## src/rtl/mie_pkg.sv

```systemverilog
// constants and carriers shared by the magnetometer interrupt engine
package mie_pkg;

   // ************************************************************
   // register space
   // ************************************************************
   localparam logic [7:0] MIE_ADDR_FIRST   = 8'h40;
   localparam logic [7:0] MIE_ADDR_LAST    = 8'h71;
   localparam logic [7:0] MIE_ADDR_RO_LAST = 8'h4A;
   localparam logic [7:0] MIE_ADDR_X_LSB   = 8'h42;
   localparam logic [7:0] MIE_ADDR_X_MSB   = 8'h43;
   localparam logic [7:0] MIE_ADDR_Y_LSB   = 8'h44;
   localparam logic [7:0] MIE_ADDR_Y_MSB   = 8'h45;
   localparam logic [7:0] MIE_ADDR_Z_LSB   = 8'h46;
   localparam logic [7:0] MIE_ADDR_Z_MSB   = 8'h47;
   localparam logic [7:0] MIE_ADDR_H_LSB   = 8'h48;
   localparam logic [7:0] MIE_ADDR_H_MSB   = 8'h49;
   localparam logic [7:0] MIE_ADDR_STAT    = 8'h4A;
   localparam logic [7:0] MIE_ADDR_INT_EN  = 8'h4D;
   localparam logic [7:0] MIE_ADDR_CFG     = 8'h4E;
   localparam logic [7:0] MIE_ADDR_LOW     = 8'h4F;
   localparam logic [7:0] MIE_ADDR_HIGH    = 8'h50;

   // ************************************************************
   // reset values
   // ************************************************************
   localparam logic [7:0] MIE_STAT_RST     = 8'h00;
   localparam logic [7:0] MIE_INT_EN_RST   = 8'h3F;
   localparam logic [7:0] MIE_CFG_RST      = 8'h07;
   localparam logic [7:0] MIE_THR_RST      = 8'h00;

   // ************************************************************
   // field positions
   // ************************************************************
   localparam int MIE_STAT_OVR     = 7;
   localparam int MIE_STAT_OVF     = 6;
   localparam int MIE_STAT_HIGH    = 3;
   localparam int MIE_STAT_LOW     = 0;
   localparam int MIE_EN_OVR       = 7;
   localparam int MIE_EN_OVF       = 6;
   localparam int MIE_CFG_FRESH_EN = 7;
   localparam int MIE_CFG_IRQ_EN   = 6;
   localparam int MIE_CFG_FRESH_POL = 2;
   localparam int MIE_CFG_LATCH    = 1;
   localparam int MIE_CFG_IRQ_POL  = 0;

   // ************************************************************
   // data widths and codes
   // ************************************************************
   localparam int MIE_XY_W      = 13;
   localparam int MIE_Z_W       = 15;
   localparam int MIE_H_W       = 14;
   localparam int MIE_AXIS_W    = 15;
   localparam int MIE_THR_SHIFT = 4;
   localparam logic [MIE_XY_W-1:0] MIE_XY_OVF_CODE = 13'h1000;
   localparam logic [MIE_Z_W-1:0]  MIE_Z_OVF_CODE  = 15'h4000;

   // ************************************************************
   // carriers
   // ************************************************************
   typedef logic [7:0] mie_byte_t;

   typedef struct packed {
      logic                hall_resistance_value;
   } mie_unused_s;

   typedef struct packed {
      logic [MIE_H_W-1:0]  hall_resistance_value;
      logic [MIE_Z_W-1:0]  axis_z_value;
      logic [MIE_XY_W-1:0] axis_y_value;
      logic [MIE_XY_W-1:0] axis_x_value;
      logic [2:0]          overflow;
   } mie_sample_s;

   typedef struct packed {
      logic                wr;
      logic                rd;
      logic                seq_end;
      mie_byte_t           addr;
      mie_byte_t           wdata;
   } mie_regreq_s;

endpackage : mie_pkg

```

## src/rtl/mie_cmp.sv

```systemverilog
// one axis threshold comparator of the magnetometer interrupt engine
`timescale 1ns/1ps
`default_nettype none
module mie_cmp #(
   parameter int                AXIS_W    = 15,
   parameter bit                SKIP_CODE = 1'b0,
   parameter logic [AXIS_W-1:0] CODE      = {AXIS_W{1'b0}}
) (
   input  wire logic signed [AXIS_W-1:0] i_value,
   input  wire logic [7:0]               i_low_level,
   input  wire logic [7:0]               i_high_level,
   output logic                          o_below,
   output logic                          o_above
);
   localparam int SH = mie_pkg::MIE_THR_SHIFT;

   // the scaled level must fit the axis with its sign bit
   if (AXIS_W < 8 + SH + 1) begin : g_bad_width
      $error("mie_cmp: AXIS_W too narrow for scaled threshold");
   end

   wire logic signed [AXIS_W-1:0] low_scaled;
   wire logic signed [AXIS_W-1:0] high_scaled;
   wire logic                     is_code;

   assign low_scaled  = {{(AXIS_W-8-SH){i_low_level[7]}}, i_low_level,
                         {SH{1'b0}}};
   assign high_scaled = {{(AXIS_W-8-SH){i_high_level[7]}}, i_high_level,
                         {SH{1'b0}}};
   assign is_code     = SKIP_CODE && (i_value == $signed(CODE));
   assign o_below     = (i_value < low_scaled) && !is_code;
   assign o_above     = i_value > high_scaled;
endmodule : mie_cmp
`default_nettype wire

```

## src/rtl/mie_top.sv

```systemverilog
// interrupt engine of the three-axis magnetometer, register side and pins
`timescale 1ns/1ps
`default_nettype none
module mie_top #(
   parameter int AXIS_W = mie_pkg::MIE_AXIS_W
) (
   input  wire logic                 I_CORE_CLK,
   input  wire logic                 I_RESET,
   input  wire mie_pkg::mie_regreq_s I_REG,
   input  wire logic                 I_SAMPLE_VALID,
   input  wire mie_pkg::mie_sample_s I_SAMPLE,
   output logic [7:0]                O_RD_DATA,
   output logic                      O_IRQ_PIN,
   output logic                      O_IRQ_PIN_OE_N,
   output logic                      O_FRESH_SAMPLE_PIN,
   output logic                      O_FRESH_SAMPLE_PIN_OE_N
);

   // ************************************************************
   // elaboration checks
   // ************************************************************
   if (AXIS_W < mie_pkg::MIE_Z_W || AXIS_W > 31) begin : g_bad_axis
      $error("mie_top: AXIS_W must hold the widest axis");
   end

   localparam logic [AXIS_W-1:0] XY_CODE_WIDE =
      {{(AXIS_W-mie_pkg::MIE_XY_W){mie_pkg::MIE_XY_OVF_CODE[
         mie_pkg::MIE_XY_W-1]}}, mie_pkg::MIE_XY_OVF_CODE};

   // ************************************************************
   // state
   // ************************************************************
   logic [mie_pkg::MIE_XY_W-1:0] axis_x_value_r;
   logic [mie_pkg::MIE_XY_W-1:0] axis_y_value_r;
   logic [mie_pkg::MIE_Z_W-1:0]  axis_z_value_r;
   logic [mie_pkg::MIE_H_W-1:0]  hall_resistance_value_r;
   mie_pkg::mie_byte_t           stat_r;
   mie_pkg::mie_byte_t           stat_nxt;
   mie_pkg::mie_byte_t           int_en_r;
   mie_pkg::mie_byte_t           cfg_r;
   mie_pkg::mie_byte_t           low_level_r;
   mie_pkg::mie_byte_t           high_level_r;
   logic                         fresh_r;
   logic                         fresh_nxt;
   logic                         data_seen_r;
   logic [7:0]                   rd_data_r;
   logic                         irq_pin_r;
   logic                         irq_oe_n_r;
   logic                         fresh_pin_r;
   logic                         fresh_oe_n_r;

   // ************************************************************
   // incoming sample, saturated
   // ************************************************************
   wire logic [mie_pkg::MIE_XY_W-1:0] sat_x;
   wire logic [mie_pkg::MIE_XY_W-1:0] sat_y;
   wire logic [mie_pkg::MIE_Z_W-1:0]  sat_z;
   wire logic signed [AXIS_W-1:0]     cmp_val [3];
   wire logic [2:0]                   below;
   wire logic [2:0]                   above;

   assign sat_x = I_SAMPLE.overflow[0] ? mie_pkg::MIE_XY_OVF_CODE
                                        : I_SAMPLE.axis_x_value;
   assign sat_y = I_SAMPLE.overflow[1] ? mie_pkg::MIE_XY_OVF_CODE
                                        : I_SAMPLE.axis_y_value;
   assign sat_z = I_SAMPLE.overflow[2] ? mie_pkg::MIE_Z_OVF_CODE
                                        : I_SAMPLE.axis_z_value;

   assign cmp_val[0] = {{(AXIS_W-mie_pkg::MIE_XY_W){sat_x[
                          mie_pkg::MIE_XY_W-1]}}, sat_x};
   assign cmp_val[1] = {{(AXIS_W-mie_pkg::MIE_XY_W){sat_y[
                          mie_pkg::MIE_XY_W-1]}}, sat_y};
   assign cmp_val[2] = {{(AXIS_W-mie_pkg::MIE_Z_W){sat_z[
                          mie_pkg::MIE_Z_W-1]}}, sat_z};

   // ************************************************************
   // per-axis comparators
   // ************************************************************
   // comparing the saturated value keeps status and data consistent
   for (genvar a = 0; a < 3; a++) begin : g_axis
      mie_cmp #(
         .AXIS_W    (AXIS_W),
         .SKIP_CODE (a < 2),
         .CODE      (XY_CODE_WIDE)
      ) u_cmp (
         .i_value      (cmp_val[a]),
         .i_low_level  (low_level_r),
         .i_high_level (high_level_r),
         .o_below      (below[a]),
         .o_above      (above[a])
      );
   end

   // ************************************************************
   // register decode
   // ************************************************************
   wire logic       in_space;
   wire logic       wr_ok;
   wire logic       rd_stat;
   wire logic       rd_data;
   wire logic       latched;
   wire logic [2:0] below_limit_mask_axes;
   wire logic [2:0] above_limit_mask_axes;
   wire logic       fresh_pin_level_select;

   assign in_space = (I_REG.addr >= mie_pkg::MIE_ADDR_FIRST) &&
                     (I_REG.addr <= mie_pkg::MIE_ADDR_LAST);
   assign wr_ok    = I_REG.wr && in_space &&
                     (I_REG.addr > mie_pkg::MIE_ADDR_RO_LAST);
   assign rd_stat  = I_REG.rd && (I_REG.addr == mie_pkg::MIE_ADDR_STAT);
   assign rd_data  = I_REG.rd &&
                     (I_REG.addr >= mie_pkg::MIE_ADDR_X_LSB) &&
                     (I_REG.addr <= mie_pkg::MIE_ADDR_H_MSB);
   assign latched  = cfg_r[mie_pkg::MIE_CFG_LATCH];
   assign below_limit_mask_axes = int_en_r[mie_pkg::MIE_STAT_LOW +: 3];
   assign above_limit_mask_axes = int_en_r[mie_pkg::MIE_STAT_HIGH +: 3];
   assign fresh_pin_level_select = cfg_r[mie_pkg::MIE_CFG_FRESH_POL];

   // ************************************************************
   // status next value
   // ************************************************************
   wire logic [5:0] thr_on;
   wire logic [6:0] cond;
   wire logic [6:0] keep;
   wire logic [7:0] base;
   wire logic       overrun;
   wire logic       fresh_clr;

   assign thr_on  = ~{above_limit_mask_axes, below_limit_mask_axes};
   assign cond    = {|I_SAMPLE.overflow, {above, below} & thr_on};
   // disabled threshold bits drop at next sample
   assign keep    = {1'b1, thr_on};
   // status read clears bits 6:0 in latched mode, the overrun bit in both modes
   assign base[6:0] = (rd_stat && latched) ? 7'h00 : stat_r[6:0];
   assign base[7]   = rd_stat ? 1'b0 : stat_r[mie_pkg::MIE_STAT_OVR];
   assign overrun = I_SAMPLE_VALID && fresh_r &&
                    int_en_r[mie_pkg::MIE_EN_OVR];
   // clear once the read sequence ends
   assign fresh_clr = I_REG.seq_end && (data_seen_r || rd_data);

   // a sample in the clearing cycle wins over the clear
   always_comb begin
      stat_nxt = base;
      // status moves with the data registers
      if (I_SAMPLE_VALID) begin
         // one mode for threshold and overflow
         if (latched) begin
            stat_nxt[6:0] = (base[6:0] & keep) | cond;
         end else begin
            stat_nxt[6:0] = cond;
         end
      end
      if (overrun) begin
         stat_nxt[mie_pkg::MIE_STAT_OVR] = 1'b1;
      end
   end

   // raised by a new data set
   assign fresh_nxt = I_SAMPLE_VALID ? 1'b1 : (fresh_clr ? 1'b0 : fresh_r);

   // ************************************************************
   // pin levels
   // ************************************************************
   wire logic irq_act;
   wire logic irq_lvl;
   wire logic fresh_lvl;

   // threshold flags and the enabled overflow flag reach the pin, overrun does not
   assign irq_act   = (|stat_r[5:0]) ||
                      (stat_r[mie_pkg::MIE_STAT_OVF] &&
                       int_en_r[mie_pkg::MIE_EN_OVF]);
   assign irq_lvl   = irq_act ~^ cfg_r[mie_pkg::MIE_CFG_IRQ_POL];
   assign fresh_lvl = fresh_r ~^ fresh_pin_level_select;

   // ************************************************************
   // read multiplexer
   // ************************************************************
   wire logic [7:0] rd_mux;

   // reserved and unused read as zero
   assign rd_mux =
      (I_REG.addr == mie_pkg::MIE_ADDR_X_LSB) ? {axis_x_value_r[4:0], 3'h0} :
      (I_REG.addr == mie_pkg::MIE_ADDR_X_MSB) ? axis_x_value_r[12:5] :
      (I_REG.addr == mie_pkg::MIE_ADDR_Y_LSB) ? {axis_y_value_r[4:0], 3'h0} :
      (I_REG.addr == mie_pkg::MIE_ADDR_Y_MSB) ? axis_y_value_r[12:5] :
      (I_REG.addr == mie_pkg::MIE_ADDR_Z_LSB) ? {axis_z_value_r[6:0], 1'h0} :
      (I_REG.addr == mie_pkg::MIE_ADDR_Z_MSB) ? axis_z_value_r[14:7] :
      (I_REG.addr == mie_pkg::MIE_ADDR_H_LSB) ?
         {hall_resistance_value_r[5:0], 1'h0, fresh_r} :
      (I_REG.addr == mie_pkg::MIE_ADDR_H_MSB) ?
         hall_resistance_value_r[13:6] :
      (I_REG.addr == mie_pkg::MIE_ADDR_STAT)  ? stat_r :
      (I_REG.addr == mie_pkg::MIE_ADDR_INT_EN) ? int_en_r :
      (I_REG.addr == mie_pkg::MIE_ADDR_CFG)   ? cfg_r :
      (I_REG.addr == mie_pkg::MIE_ADDR_LOW)   ? low_level_r :
      (I_REG.addr == mie_pkg::MIE_ADDR_HIGH)  ? high_level_r : 8'h00;

   // ************************************************************
   // data and status registers
   // ************************************************************
   always_ff @(posedge I_CORE_CLK or posedge I_RESET) begin
      if (I_RESET) begin
         axis_x_value_r          <= 13'h0000;
         axis_y_value_r          <= 13'h0000;
         axis_z_value_r          <= 15'h0000;
         hall_resistance_value_r <= 14'h0000;
      end else if (I_SAMPLE_VALID) begin
         axis_x_value_r          <= sat_x;
         axis_y_value_r          <= sat_y;
         axis_z_value_r          <= sat_z;
         hall_resistance_value_r <= I_SAMPLE.hall_resistance_value;
      end
   end

   always_ff @(posedge I_CORE_CLK or posedge I_RESET) begin
      if (I_RESET) begin
         stat_r      <= mie_pkg::MIE_STAT_RST;
         fresh_r     <= 1'b0;
         data_seen_r <= 1'b0;
      end else begin
         stat_r      <= stat_nxt;
         fresh_r     <= fresh_nxt;
         data_seen_r <= !I_REG.seq_end && (data_seen_r || rd_data);
      end
   end

   // ************************************************************
   // writable registers
   // ************************************************************
   always_ff @(posedge I_CORE_CLK or posedge I_RESET) begin
      if (I_RESET) begin
         int_en_r     <= mie_pkg::MIE_INT_EN_RST;
         cfg_r        <= mie_pkg::MIE_CFG_RST;
         low_level_r  <= mie_pkg::MIE_THR_RST;
         high_level_r <= mie_pkg::MIE_THR_RST;
      end else if (wr_ok) begin
         if (I_REG.addr == mie_pkg::MIE_ADDR_INT_EN) int_en_r <= I_REG.wdata;
         // host sets the fresh pin enable
         if (I_REG.addr == mie_pkg::MIE_ADDR_CFG) cfg_r <= I_REG.wdata;
         if (I_REG.addr == mie_pkg::MIE_ADDR_LOW) low_level_r <= I_REG.wdata;
         if (I_REG.addr == mie_pkg::MIE_ADDR_HIGH) high_level_r <= I_REG.wdata;
      end
   end

   // ************************************************************
   // output flops
   // ************************************************************
   // pins lag status by one clock so every output is a flop
   always_ff @(posedge I_CORE_CLK or posedge I_RESET) begin
      if (I_RESET) begin
         rd_data_r    <= 8'h00;
         irq_pin_r    <= 1'b0;
         irq_oe_n_r   <= 1'b1;
         fresh_pin_r  <= 1'b0;
         fresh_oe_n_r <= 1'b1;
      end else begin
         if (I_REG.rd) rd_data_r <= rd_mux;
         irq_pin_r    <= irq_lvl;
         fresh_pin_r  <= fresh_lvl;
         irq_oe_n_r   <= !cfg_r[mie_pkg::MIE_CFG_IRQ_EN];
         fresh_oe_n_r <= !cfg_r[mie_pkg::MIE_CFG_FRESH_EN];
      end
   end

   assign O_RD_DATA               = rd_data_r;
   assign O_IRQ_PIN               = irq_pin_r;
   assign O_IRQ_PIN_OE_N          = irq_oe_n_r;
   assign O_FRESH_SAMPLE_PIN      = fresh_pin_r;
   assign O_FRESH_SAMPLE_PIN_OE_N = fresh_oe_n_r;
endmodule : mie_top
`default_nettype wire
```

## config.mk

```make
export PLATFORM = sky130hd
export DESIGN_NAME = mie_top
export DESIGN_NICKNAME = d
export VERILOG_FILES = /design/src/rtl/mie_pkg.sv /design/src/rtl/mie_cmp.sv /design/src/rtl/mie_top.sv
export SDC_FILE = /design/constraint.sdc
export NUM_CORES = 1
export LEC_CHECK = 0
export ABC_AREA = 1
export ABC_CLOCK_PERIOD_IN_PS = 5050
export BUFFER_PORTS_ARGS = -buffer_cell sky130_fd_sc_hd__buf_2
export CAP_MARGIN = 20
export CORE_MARGIN = 2
export CORE_UTILIZATION = 45
export CTS_BUF_LIST = sky130_fd_sc_hd__clkbuf_4
export DETAILED_ROUTE_END_ITERATION = 16
export HOLD_SLACK_MARGIN = 0.12
export PLACE_DENSITY = 0.61
export SYNTH_ARGS = -nofsm -noshare
export SYNTH_HDL_FRONTEND = slang
export SYNTH_HIERARCHICAL = 1
export SYNTH_SLANG_ARGS = --single-unit
```

## constraint.sdc

```tcl
create_clock -name I_CORE_CLK -period 5.05 [get_ports I_CORE_CLK]
set_input_delay 1.515 -clock I_CORE_CLK [delete_from_list [all_inputs] [get_ports I_CORE_CLK]]
set_output_delay 1.515 -clock I_CORE_CLK [all_outputs]
set_load 0.05 [all_outputs]
```

Word-level counts from Yosys, hierarchy flattened
Index checks and enable logic that the tools add are counted.
Widths: inputs -> output; s select.
{ "totals": {"ff_bits": 109, "input_bits": 80, "out_inout_bits": 12} }
{ "op_classes": {"order_cmp": 11, "n_eq_ne": 15, "mux": 23, "n_bitwise": 6, "reduce_logical": 29} }
{ "op_table": {"columns": ["op", "count"], "rows": [
  ["$eq 8x7->1 const B", 13],
  ["$mux 8", 13],
  ["$eq 13x13->1 const B", 2],
  ["$gt 13x12->1", 2],
  ["$lt 13x12->1", 2],
  ["$mux 13", 2],
  ["$mux 7", 3],
  ["$ge 8x7->1 const B", 2],
  ["$le 8x7->1 const B", 2],
  ["$gt 15x12->1", 1],
  ["$lt 15x12->1", 1],
  ["$mux 15", 1],
  ["$logic_and 1x1->1", 14],
  ["$gt 8x7->1 const B", 1],
  ["$reduce_and 2->1", 4],
  ["$and 7x7->7", 1],
  ["$or 7x7->7", 1],
  ["$and 6x6->6", 1],
  ["$not 6->6", 1],
  ["$reduce_or 6->1", 1],
  ["$logic_not 1->1", 5],
  ["$mux 1", 4],
  ["$reduce_bool 2->1", 2],
  ["$reduce_or 3->1", 1],
  ["2 further kinds", 4]
]} }

Depth between registers and ports, before layout
Gate-level depths: netlist of run 1.
{ "depth": {"word_depth": 14, "depth_mapped": 16} }

Modules after synthesis
The synthesis of run 1 kept the hierarchy.
{ "modules_own_cells": {"columns": ["mod", "n_inst", "cells_each", "area_each_um2"], "rows": [
  ["mie_top", 1, 764, 5556.6],
  ["mie_cmp (g_axis[1].u_cmp)", 1, 114, 685.7],
  ["mie_cmp (g_axis[0].u_cmp)", 1, 114, 684.4],
  ["mie_cmp (g_axis[2].u_cmp)", 1, 99, 596.8]
]} }

Worst setup path before layout of run 1
Ideal clock, no wire load.
{ "synth_timing": {"kind": "input -> register", "from": "input I_SAMPLE[0] (netlist name)", "to": "register stat_r[0]", "setup_ps": 83, "t_arrival_ps": 2948, "required_ps": 4967, "setup_slack_ps": 2020, "stages": 10, "path_buffers": 0, "path_cell_list": "or2_2 > ha_1 > a21o_1 > nor2_2 > nand3_1 > nand2_1 > inv_1 > nor2_2 > nand2_1 > o21ai_0"} }
{ "synth_via": {"elab_chain_len": 8, "word_cells_on_any_way": 9} }
{ "synth_rtl": {"columns": ["item", "line", "rtl"], "rows": [
  ["start, declared", "mie_top.sv:11", "input wire mie_pkg::mie_sample_s I_SAMPLE,"],
  ["$mux 13 (*)", "mie_top.sv:62", "assign sat_x = I_SAMPLE.overflow[0] ? mie_pkg::MIE_XY_OVF_CODE"],
  ["parallel branches: the longest is 2 deep, another holds $lt 13x12->1", null, null],
  ["$logic_and 1x1->1 (*)", "mie_cmp.sv:31", "assign o_below = (i_value < low_scaled) && !is_code;"],
  ["net below[0]", "mie_top.sv:59", "wire logic [2:0] below;"],
  ["$and 6x6->6 (*)", "mie_top.sv:130", "assign cond = {|I_SAMPLE.overflow, {above, below} & thr_on};"],
  ["$or 7x7->7", "mie_top.sv:148", "stat_nxt[6:0] = (base[6:0] & keep) | cond;"],
  ["$mux 7 (*)", "mie_top.sv:147", "if (latched) begin"],
  ["$mux 7 (*)", "mie_top.sv:145", "if (I_SAMPLE_VALID) begin"],
  ["net stat_nxt[0]", "mie_top.sv:38", "mie_pkg::mie_byte_t stat_nxt;"],
  ["end signal, assigned", "mie_top.sv:217", "stat_r <= mie_pkg::MIE_STAT_RST;"],
  ["end signal, assigned", "mie_top.sv:221", "stat_r <= stat_nxt;"],
  ["end, declared", "mie_top.sv:37", "mie_pkg::mie_byte_t stat_r;"]
]} }
Mark *: on every way through the listed nets, which the timed path passes.
A chain may end at the register's enable or synchronous reset.

Final worst setup path of run 1
{ "layout_timing": {"from": "input I_SAMPLE[1] (netlist name)", "to": "register stat_r[1]"} }
{ "layout_via": {"elab_chain_len": 8, "word_cells_on_any_way": 9} }
{ "layout_rtl": {"columns": ["item", "line", "rtl"], "rows": [
  ["$mux 13 (*)", "mie_top.sv:64", "assign sat_y = I_SAMPLE.overflow[1] ? mie_pkg::MIE_XY_OVF_CODE"],
  ["net sat_y, one bit", "mie_top.sv:56", "wire logic [mie_pkg::MIE_XY_W-1:0] sat_y;"],
  ["parallel branches: the longest is 2 deep, another holds $lt 13x12->1", null, null],
  ["$logic_and 1x1->1 (*)", "mie_cmp.sv:31", null],
  ["net below[1]", "mie_top.sv:59", null],
  ["$and 6x6->6 (*)", "mie_top.sv:130", null],
  ["$or 7x7->7", "mie_top.sv:148", null],
  ["$mux 7 (*)", "mie_top.sv:147", null],
  ["$mux 7 (*)", "mie_top.sv:145", null],
  ["net stat_nxt[1]", "mie_top.sv:38", null]
]} }
Marked as above.

==> results.py, run 1 <==
metrics = {
    "run_status": {
        "outcome": "finished, final reports clean",
    },
    "synthesis": {
        "synth_xor_xnor_area_share_pct": 0.233,
        "synthAdderAreaFrac_pct": 10.5,
        "synth_mux_area_share_pct": 0,
        "synth_top_family_by_area": "simple AND/OR/NAND/NOR gates",
        "synthCells": 1091,
        "syn_avg_cell_area_um2": 6.90,
        "synth_area_um2": 7520,
        "seq_area_frac_synth_pct": 36.4,
        "synth_fp_nets": 1234,
        "synth_cell_types": 38,
        "synth_edf_count": 0,
        "yosysWarnings": 6,
        "synthFlopType": "dfrtp_1",
        "synth_compound_area_share_pct": 9.28,
        "async_flop_share_pct": 100,
        "synth-seq-cells": 109,
        "synthSimpleGateAreaFrac_pct": 31.7,
    },
    "setup_path": {
        "endpoint_kind": "flip-flop",
        "slowest_stage": "or2_2",
        "critPathMaxFanout": 14,
        "crit_chain": "buf_2 > or2_2 > ha_1 > nand2_1 > inv_2 > nand2_1 > nor2_1 > nand2_1 > nand3_1 > nand2_1 > inv_2 > nor2_2 > a32o_1",
        "critical_path_class": "input pin to flip-flop",
        "cp_common_cell": "nand2_1",
        "arrival_ns": 3.34,
        "reg2reg_depth": 12,
        "cp_slowest_stage_delay_ns": 0.44,
        "critPathRequiredTime_ns": 5.47,
        "startpoint_type": "input pin",
    },
    "sta": {
        "final_hold_viol_count": 0,
        "worstMarginPinSlew_ns": 0.881,
        "relSlewSlack_pct": 41.1,
        "timing.hold.ws_ns": 0.458,
        "fin_crit_sh_pct": 57.9,
        "fmax_mhz": 342,
        "tns_ns": 0,
        "rsz0062_at_grt": "no",
        "slew_violations": 0,
        "finalSetupViolCount": 0,
        "period_needed_ns": 2.93,
        "skew_ns": 0.0249,
    },
    "die": {
        "dieArea_um2": 17800,
        "die_w_um": 133,
        "start_util_pct": 45.7,
        "io_pins": 92,
        "core-area_um2": 16500,
        "die_h_um": 133,
        "num_rows": 47,
    },
    "clocking": {
        "post_cts_resized": 0,
        "path_clk_slew_ns": 0.21,
        "postCtsHoldBufs": 0,
        "numCtsBuffers": 9,
        "cts-root-buf": "clkbuf_4",
        "h-tree-depth": 3,
        "clock-sinks": 109,
        "clock_path_buffers": 2,
        "cts_setup_buffers": 0,
        "tritoncts": "done",
        "clk_latency_ns": 0.52,
    },
    "pwr": {
        "power.internal_mw": 1.20,
        "netSwitchingFraction_pct": 32.4,
        "power_density_nw_per_um2": 212,
        "pwr-share-clk_pct": 28.7,
        "total_power_mw": 1.77,
        "seq_power_share_pct": 53.7,
        "ir_drop_mv": 0.104,
        "combPwrFrac_pct": 17.6,
        "power_switching_mw": 0.573,
        "p_leak_nw": 4.46,
    },
    "routing": {
        "wl_per_cell_um": 15.5,
        "drtIter0Drc": 495,
        "drc": 0,
        "vias_per_cell": 4.92,
        "ant_nets": 0,
        "dr.pass1.iters": 5,
        "via_count": 6889,
        "drt_wl_total_um": 21700,
    },
    "placement": {
        "portBuffers": 91,
        "place_inst": 1382,
        "place_area_um2": 8160,
        "dp_hpwl_um": 16700,
        "place_congestion": 0.855,
    },
    "global_routing": {
        "antenna_found_initial": 2,
        "grt_pass1_vias": 6455,
        "track_usage_pct": 25.4,
        "grt_max_degree": 61,
        "grt-ovfl-total": 0,
        "grt_pass1_wl_um": 34700,
    },
    "final_layout": {
        "syn_to_final_growth_pct": 10.8,
        "nets": 1316,
        "drive_gt1_share_pct": 14.8,
        "fin_cells": 1400,
        "final_area_um2": 8340,
        "final_common_cell": "nand2_1",
        "final_cell_mix": "nand2_1 (364), inv_1 (193), dfrtp_1 (98)",
    },
    "worst_hold_path": {
        "min_path_type": "flip-flop to flip-flop",
        "worstHoldPathCells": 1,
    },
    "run": {
        "maxCapViolations": 0,
    },
}
cells by family (layout without fill, tap and decap cells):
| group | after synthesis | count (layout) |
|---|---|---|
| other | 0 | 2 |
| adders and majority gates | 63 | 63 |
| xor gates and xnor gates | 2 | 2 |
| buffers and inverters | 230 | 317 |
| AOI/OAI and AO/OA | 125 | 125 |
| and+or+nand+nor | 562 | 562 |
| DFF | 109 | 109 |
worst paths after layout:
path	from	slack [ns]	end
setup / recovery	I_SAMPLE[1]	2.12	stat_r[1]
hold / removal	cfg_r[6]	0.46	O_IRQ_PIN_OE_N
setup reg to reg	low_level_r[7]	3.02	stat_r[1]
hold reg to reg	cfg_r[6]	0.46	O_IRQ_PIN_OE_N
max in group asynchronous	I_RESET	3.10	axis_x_value_r[10]
min in group asynchronous	I_RESET	1.10	hall_resistance_value_r[10]
synth_stat cells (4+ instances only):
cell	count	area, um2
inv_1	194	728
a211oi_1	5	37.5
a21o_1	4	30.0
buf_6	4	45.0
nand3b_1	4	30.0
nor3_1	5	25.0
clkbuf_1	14	52.6
a21oi_1	29	145
o21ai_1	25	125
inv_2	9	33.8
dfstp_2	11	289
o21ai_0	48	240
ha_1	63	788
dfrtp_1	98	2450
nor2_2	12	75.1
nor2_1	93	349
nand2_2	12	75.1
nand4_1	21	131
o21ai_2	8	70.1
nand3_1	35	175
nand2_1	364	1370
buf_1	4	15.0
metal layers:
layer	vias up	part of all wire, %	wire (um)	track usage (%)
met1	3166	47	10200	35.3
met4	0	2.0	439	7.39
met3	28	4.6	1000	4.60
li1	3550	-	-	-
met2	145	46	10000	40.8
met5	-	0	0	0
flip-flops by register name, summed over array words and instances, names as in the netlist:
name                     cells
data_seen_r                  1
low_level_r                  8
axis_y_value_r              13
fresh_r                      1
axis_x_value_r              13
O_RD_DATA                    8
O_FRESH_SAMPLE_PIN           1
int_en_r                     8
O_IRQ_PIN_OE_N               1
hall_resistance_value_r     14
high_level_r                 8
O_IRQ_PIN                    1
cfg_r                        8
O_FRESH_SAMPLE_PIN_OE_N      1
axis_z_value_r              15
stat_r                       8
power groups by stage:
stage	Clock, mW	Sequential [mW]	Combinational, mW
2_1_floorplan	0	0.963	0.203
3_3_place_gp	0	0.966	0.307
3_5_place_dp	0	0.966	0.310
4_1_cts	0.519	0.950	0.312
5_1_grt	0.554	0.957	0.359
6_report	0.508	0.951	0.311
cell type report:
class | instances | area, um2
multi-input cells | 752 | 3890
clock inverters | 7 | 103
diodes | 2 | 5.00
fillers | 1722 | 8130
flip-flops and latches | 109 | 2740
repair buffers | 95 | 485
inverters | 206 | 776
clock buffers | 9 | 67.6
well taps | 220 | 275
critical path, delay by kind of cell:
family,cells,cell delay (ns)
simple gates,8,0.95
compound gates,1,0.20
fa+ha+maj,1,0.38
buf+inv,3,0.29
stage by stage:
stage               setup slack (ns)  util [%]
global placement                1.61      49.6
finish                          2.12      50.6
CTS                             2.15      50.6
global route                    1.98      50.6
detailed placement              1.58      49.6
floorplan                      0.679         -
No activity file was read; power rests on OpenSTA's default activity.
==> inputs of run 2 (changes only) <==
--- a/config.mk
+++ b/config.mk
@@ -6,7 +6,7 @@
 export NUM_CORES = 1
 export LEC_CHECK = 0
 export ABC_AREA = 1
-export ABC_CLOCK_PERIOD_IN_PS = 5050
+export ABC_CLOCK_PERIOD_IN_PS = 2400
 export BUFFER_PORTS_ARGS = -buffer_cell sky130_fd_sc_hd__buf_2
 export CAP_MARGIN = 20
 export CORE_MARGIN = 2
@@ -14,7 +14,7 @@
 export CTS_BUF_LIST = sky130_fd_sc_hd__clkbuf_4
 export DETAILED_ROUTE_END_ITERATION = 16
 export HOLD_SLACK_MARGIN = 0.12
-export PLACE_DENSITY = 0.61
+export PLACE_DENSITY = 0.64
 export SYNTH_ARGS = -nofsm -noshare
 export SYNTH_HDL_FRONTEND = slang
 export SYNTH_HIERARCHICAL = 1
==> constraint.sdc (replaced) <==
create_clock -name I_CORE_CLK -period 2.4 [get_ports I_CORE_CLK]
set_input_delay 0.72 -clock I_CORE_CLK [delete_from_list [all_inputs] [get_ports I_CORE_CLK]]
set_output_delay 0.72 -clock I_CORE_CLK [all_outputs]
set_load 0.05 [all_outputs]
==> run 2 against run 1 <==
Sequential share of layout area is 1.8 points lower; clock-buffer cell count unchanged; core utilization up 2.9 points; via count is 3.6% higher; critical path type is now flip-flop to output port; critical path depth fell by 12; wire length decreased by 1.1%; first-iteration DRC count is 4.4% lower; clock skew up 0.0031 ns.
==> results.py, run 2 (synthesis results as in run 1) <==
metrics = {
    "routing": {
        "dr.pass1.iters": 5,
        "met1_length_um": 10200,
        "met2WireLength_um": 9780,
        "drt_wl_total_um": 21400,
        "wl_met3_um": 918,
        "ant_nets": 0,
        "wl_per_cell_um": 14.7,
        "drtIter0Drc": 473,
        "dr.max_layer_used": "met4",
        "via_count": 7137,
        "vias_per_cell": 4.88,
        "drc": 0,
    },
    "clocking": {
        "h-tree-depth": 3,
        "cts-root-buf": "clkbuf_4",
        "path_clk_slew_ns": 0.20,
        "clock-sinks": 109,
        "clock_path_buffers": 2,
        "cts_setup_buffers": 0,
        "postCtsHoldBufs": 0,
        "post_cts_resized": 0,
        "tritoncts": "done",
        "numCtsBuffers": 9,
        "clk_latency_ns": 0.52,
    },
    "sta": {
        "period_needed_ns": 2.05,
        "finalSetupViolCount": 0,
        "fin_crit_sh_pct": 85.3,
        "final_hold_viol_count": 0,
        "skew_ns": 0.0280,
        "rsz0062_at_grt": "no",
        "relSlewSlack_pct": 46.5,
        "fmax_mhz": 488,
        "slew_violations": 0,
        "worstMarginPinSlew_ns": 0.783,
        "timing.hold.ws_ns": 0.310,
    },
    "setup_path": {
        "critical-path-top-delay-family": "flip-flops",
        "endpoint_kind": "output port",
        "cp_slowest_stage_delay_ns": 0.56,
        "arrival_ns": 1.33,
        "startpoint_type": "flip-flop",
        "crit_chain": "buf_2",
        "critPathMaxFanout": 1,
        "critPathRequiredTime_ns": 1.68,
        "critical_path_class": "flip-flop to output port",
        "slowest_stage": "dfstp_2",
        "critPathBufInv": 1,
    },
    "pwr": {
        "power_switching_mw": 1.24,
        "power.internal_mw": 2.47,
        "p_leak_nw": 4.76,
        "pwr-share-clk_pct": 26.8,
        "power_density_nw_per_um2": 420,
        "ir_drop_mv": 0.232,
        "seq_power_share_pct": 54.0,
        "netSwitchingFraction_pct": 33.4,
        "combPwrFrac_pct": 19.2,
    },
    "die": {
        "io_pins": 92,
        "dieArea_um2": 17800,
        "start_util_pct": 45.7,
        "core-area_um2": 16500,
        "num_rows": 47,
        "die_h_um": 133,
        "die_w_um": 133,
    },
    "final_layout": {
        "final_common_cell": "nand2_1",
        "nets": 1379,
        "final_cell_mix": "nand2_1 (364), inv_1 (193), dfrtp_1 (98)",
        "reg_top3": "axis_z_value_r (15), hall_resistance_value_r (14)",
        "fillers": 1686,
        "final_area_um2": 8820,
        "top_register": "axis_z_value_r",
        "syn_to_final_growth_pct": 17.2,
        "drive_gt1_share_pct": 19.1,
        "seqCellArea_um2": 2740,
        "multi_input_area_um2": 3890,
        "largest_reg_flops": 15,
    },
    "global_routing": {
        "track_usage_pct": 25.2,
        "grt_pass1_wl_um": 35000,
        "grt-ovfl-total": 0,
        "grt_max_degree": 110,
        "antenna_found_initial": 1,
        "grt_pass1_vias": 6811,
    },
    "run_status": {
        "outcome": "finished, final reports clean",
    },
    "placement": {
        "place_congestion": 0.923,
        "place_area_um2": 8660,
        "portBuffers": 91,
        "dp_hpwl_um": 16900,
    },
    "worst_hold_path": {
        "min_path_type": "input pin to asynchronous set/reset pin",
    },
    "run": {
        "maxCapViolations": 0,
    },
}
run 2: metal layers:
layer | track usage [%] | vias to the layer above
met2 | 40.4 | 159
li1 | - | 3679
met1 | 35.4 | 3265
met4 | 8.27 | 0
met3 | 3.16 | 34
met5 | 0 | -
run 2: power groups by stage:
stage	Clock, mW	Combinational [mW]	Sequential (mW)
6_report	0.993	0.711	2.00
5_1_grt	1.08	0.821	2.01
4_1_cts	1.01	0.715	2.00
3_5_place_dp	0	0.711	2.03
3_3_place_gp	0	0.700	2.03
2_1_floorplan	0	0.428	2.03
run 2: worst paths after layout:
path	start	slack, ns	cells past startpoint	to
worst max register to register	low_level_r[7]	0.40	10	stat_r[0]
min in group I_CORE_CLK	I_REG[16]	0.35	2	data_seen_r
worst min-delay path	I_RESET	0.31	3	hall_resistance_value_r[10]
worst max-delay path	O_FRESH_SAMPLE_PIN_OE_N	0.35	1	O_FRESH_SAMPLE_PIN_OE_N
worst min register to register	cfg_r[6]	0.44	1	O_IRQ_PIN_OE_N
max in group asynchronous	I_RESET	1.62	3	axis_y_value_r[10]
run 2: through the flow:
stage | setup WS (ns) | utilization [%] | setup TNS, ns | cells | power [mW]
floorplan | 0.165 | - | 0 | 1091 | 2.46
global placement | -0.0287 | 52.6 | -0.0781 | 1445 | 2.73
finish | 0.353 | 53.6 | 0 | 1462 | 3.71
detailed placement | -0.117 | 52.6 | -0.286 | 1445 | 2.74
global route | 0.215 | 53.6 | 0 | 1462 | 3.92
CTS | 0.301 | 53.5 | 0 | 1461 | 3.73
run 2: final cells by class:
class                      instances  area share [%]
clock inverter                     7           0.979
multi-input combinational        752            44.1
antenna                            1          0.0284
inverter                         206            8.81
timing repair buffer             158            11.2
tap                              220            3.12
sequential                       109            31.1
clock buffer                       9           0.766
run 2: worst reg2reg max path, delay by kind of cell (launching register included):
family	cells	cell delay (ns)
AOI/OAI and AO/OA	2	0.35
and+or+nand+nor	5	0.40
buffers and inverters	2	0.21
DFF	1	0.61
adders and majority gates	1	0.35
==> inputs of run 3 (changes only) <==
--- a/config.mk
+++ b/config.mk
@@ -9,7 +9,6 @@
 export ABC_CLOCK_PERIOD_IN_PS = 2400
 export BUFFER_PORTS_ARGS = -buffer_cell sky130_fd_sc_hd__buf_2
 export CAP_MARGIN = 20
-export CORE_MARGIN = 2
 export CORE_UTILIZATION = 45
 export CTS_BUF_LIST = sky130_fd_sc_hd__clkbuf_4
 export DETAILED_ROUTE_END_ITERATION = 16
==> run 3 against run 2 <==
Clock power fell by 6.0%; via count fell by 0.67%; largest cell class unchanged; critical path type unchanged; critical path depth did not move; clock-buffer cell count did not move; clock skew rose by 0.0025 ns.
==> results.py, run 3 (synthesis results as in run 1) <==
metrics = {
    "routing": {
        "dr.pass1.iters": 11,
        "wl_per_cell_um": 14.3,
        "drt_wl_total_um": 20900,
        "drtIter0Drc": 519,
        "via_count": 7089,
        "vias_per_cell": 4.85,
        "ant_nets": 0,
        "drc": 0,
    },
    "placement": {
        "place_congestion": 0.896,
        "place_area_um2": 8710,
        "portBuffers": 91,
        "dp_hpwl_um": 16500,
    },
    "run": {
        "maxCapViolations": 0,
    },
    "sta": {
        "fmax_mhz": 496,
        "final_hold_viol_count": 0,
        "worstMarginPinSlew_ns": 0.725,
        "relSlewSlack_pct": 51.2,
        "period_needed_ns": 2.02,
        "finalSetupViolCount": 0,
        "fin_crit_sh_pct": 84.0,
        "slew_violations": 0,
        "skew_ns": 0.0305,
        "rsz0062_at_grt": "no",
    },
    "setup_path": {
        "slowest_stage": "dfstp_2",
        "reg2reg_slack_ns": 0.39,
        "cp_slowest_stage_delay_ns": 0.55,
        "startpoint_type": "flip-flop",
        "critPathRequiredTime_ns": 1.68,
        "endpoint_kind": "output port",
        "critPathBufInv": 1,
        "arrival_ns": 1.30,
        "critPathMaxFanout": 1,
        "critical_path_class": "flip-flop to output port",
        "critical-path-top-delay-family": "flip-flops",
        "crit_chain": "buf_2",
    },
    "final_layout": {
        "drive_gt1_share_pct": 19.2,
        "final_cell_mix": "nand2_1 (364), inv_1 (193), dfrtp_1 (98)",
        "top_register": "axis_z_value_r",
        "syn_to_final_growth_pct": 17.5,
        "fillers": 1645,
        "final_area_um2": 8840,
        "largest_reg_flops": 15,
        "reg_top3": "axis_z_value_r (15), hall_resistance_value_r (14)",
        "final_util_pct": 54.9,
        "nets": 1382,
        "final_common_cell": "nand2_1",
    },
    "global_routing": {
        "grt_pass1_wl_um": 33600,
        "grt_pass1_vias": 6542,
        "track_usage_pct": 25.0,
        "grt-ovfl-total": 0,
        "antenna_found_initial": 1,
        "grt_max_degree": 110,
    },
    "clocking": {
        "postCtsHoldBufs": 0,
        "h-tree-depth": 3,
        "clock_path_buffers": 2,
        "numCtsBuffers": 9,
        "cts_setup_buffers": 0,
        "tritoncts": "done",
        "path_clk_slew_ns": 0.19,
        "clk_latency_ns": 0.51,
        "post_cts_resized": 0,
        "cts-root-buf": "clkbuf_4",
        "clock-sinks": 109,
    },
    "pwr": {
        "p_leak_nw": 4.78,
        "power_density_nw_per_um2": 414,
        "ir_drop_mv": 0.206,
    },
    "worst_hold_path": {
        "min_path_type": "input pin to asynchronous set/reset pin",
    },
    "die": {
        "start_util_pct": 46.7,
        "num_rows": 46,
        "core-area_um2": 16100,
        "die_w_um": 131,
        "die_h_um": 131,
        "dieArea_um2": 17200,
        "io_pins": 92,
    },
    "run_status": {
        "outcome": "finished, final reports clean",
    },
}
-- run 3: through the flow --
stage / power (mW) / setup TNS, ns / setup slack (ns) / instances / hold WS [ns]
floorplan: 2.46 / 0 / 0.165 / 1091 / 0.382
global placement: 2.74 / -0.166 / -0.0778 / 1444 / 0.432
detailed placement: 2.76 / -0.402 / -0.107 / 1444 / 0.438
CTS: 3.69 / 0 / 0.340 / 1460 / 0.315
global route: 3.87 / 0 / 0.220 / 1461 / 0.317
finish: 3.66 / 0 / 0.383 / 1461 / 0.325
-- run 3: worst min-delay path, delay by kind of cell --
family                 cells  cell delay (ns)
buffers and inverters      3             0.59
-- run 3: cell type report --
| class | count | area [um2] | share of cell area (%) |
|---|---|---|---|
| clock inverter | 7 | 65.1 | 0.736 |
| antenna | 1 | 2.50 | 0.0283 |
| inverter | 206 | 777 | 8.79 |
| clock buffer | 9 | 67.6 | 0.764 |
| sequential | 109 | 2740 | 31.0 |
| timing repair buffer | 161 | 1030 | 11.7 |
| tap | 216 | 270 | 3.06 |
| multi-input combinational | 752 | 3890 | 44.0 |
-- run 3: final timing paths --
path                                         startpoint                    endpoint  cells past startpoint
worst max-delay path            O_FRESH_SAMPLE_PIN_OE_N     O_FRESH_SAMPLE_PIN_OE_N                      1
worst min register to register                 cfg_r[7]     O_FRESH_SAMPLE_PIN_OE_N                      1
max in group asynchronous                       I_RESET                   stat_r[0]                      3
worst max register to register           low_level_r[7]                   stat_r[2]                     10
worst min-delay path                            I_RESET  hall_resistance_value_r[0]                      3
min in group I_CORE_CLK                       I_REG[16]                 data_seen_r                      2
-- run 3: where the power goes --
group	internal [mW]	switching (mW)	total, mW
logic	0.285	0.440	0.725
clock network	0.237	0.696	0.933
registers	1.94	0.0596	2.00
total	2.46	1.20	3.66
-- run 3: per-layer routing --
layer,GRT usage [%],share of wire [%]
met1,35.9,49
met3,3.43,4.8
met5,0,0
met2,38.5,44
met4,8.20,2.2
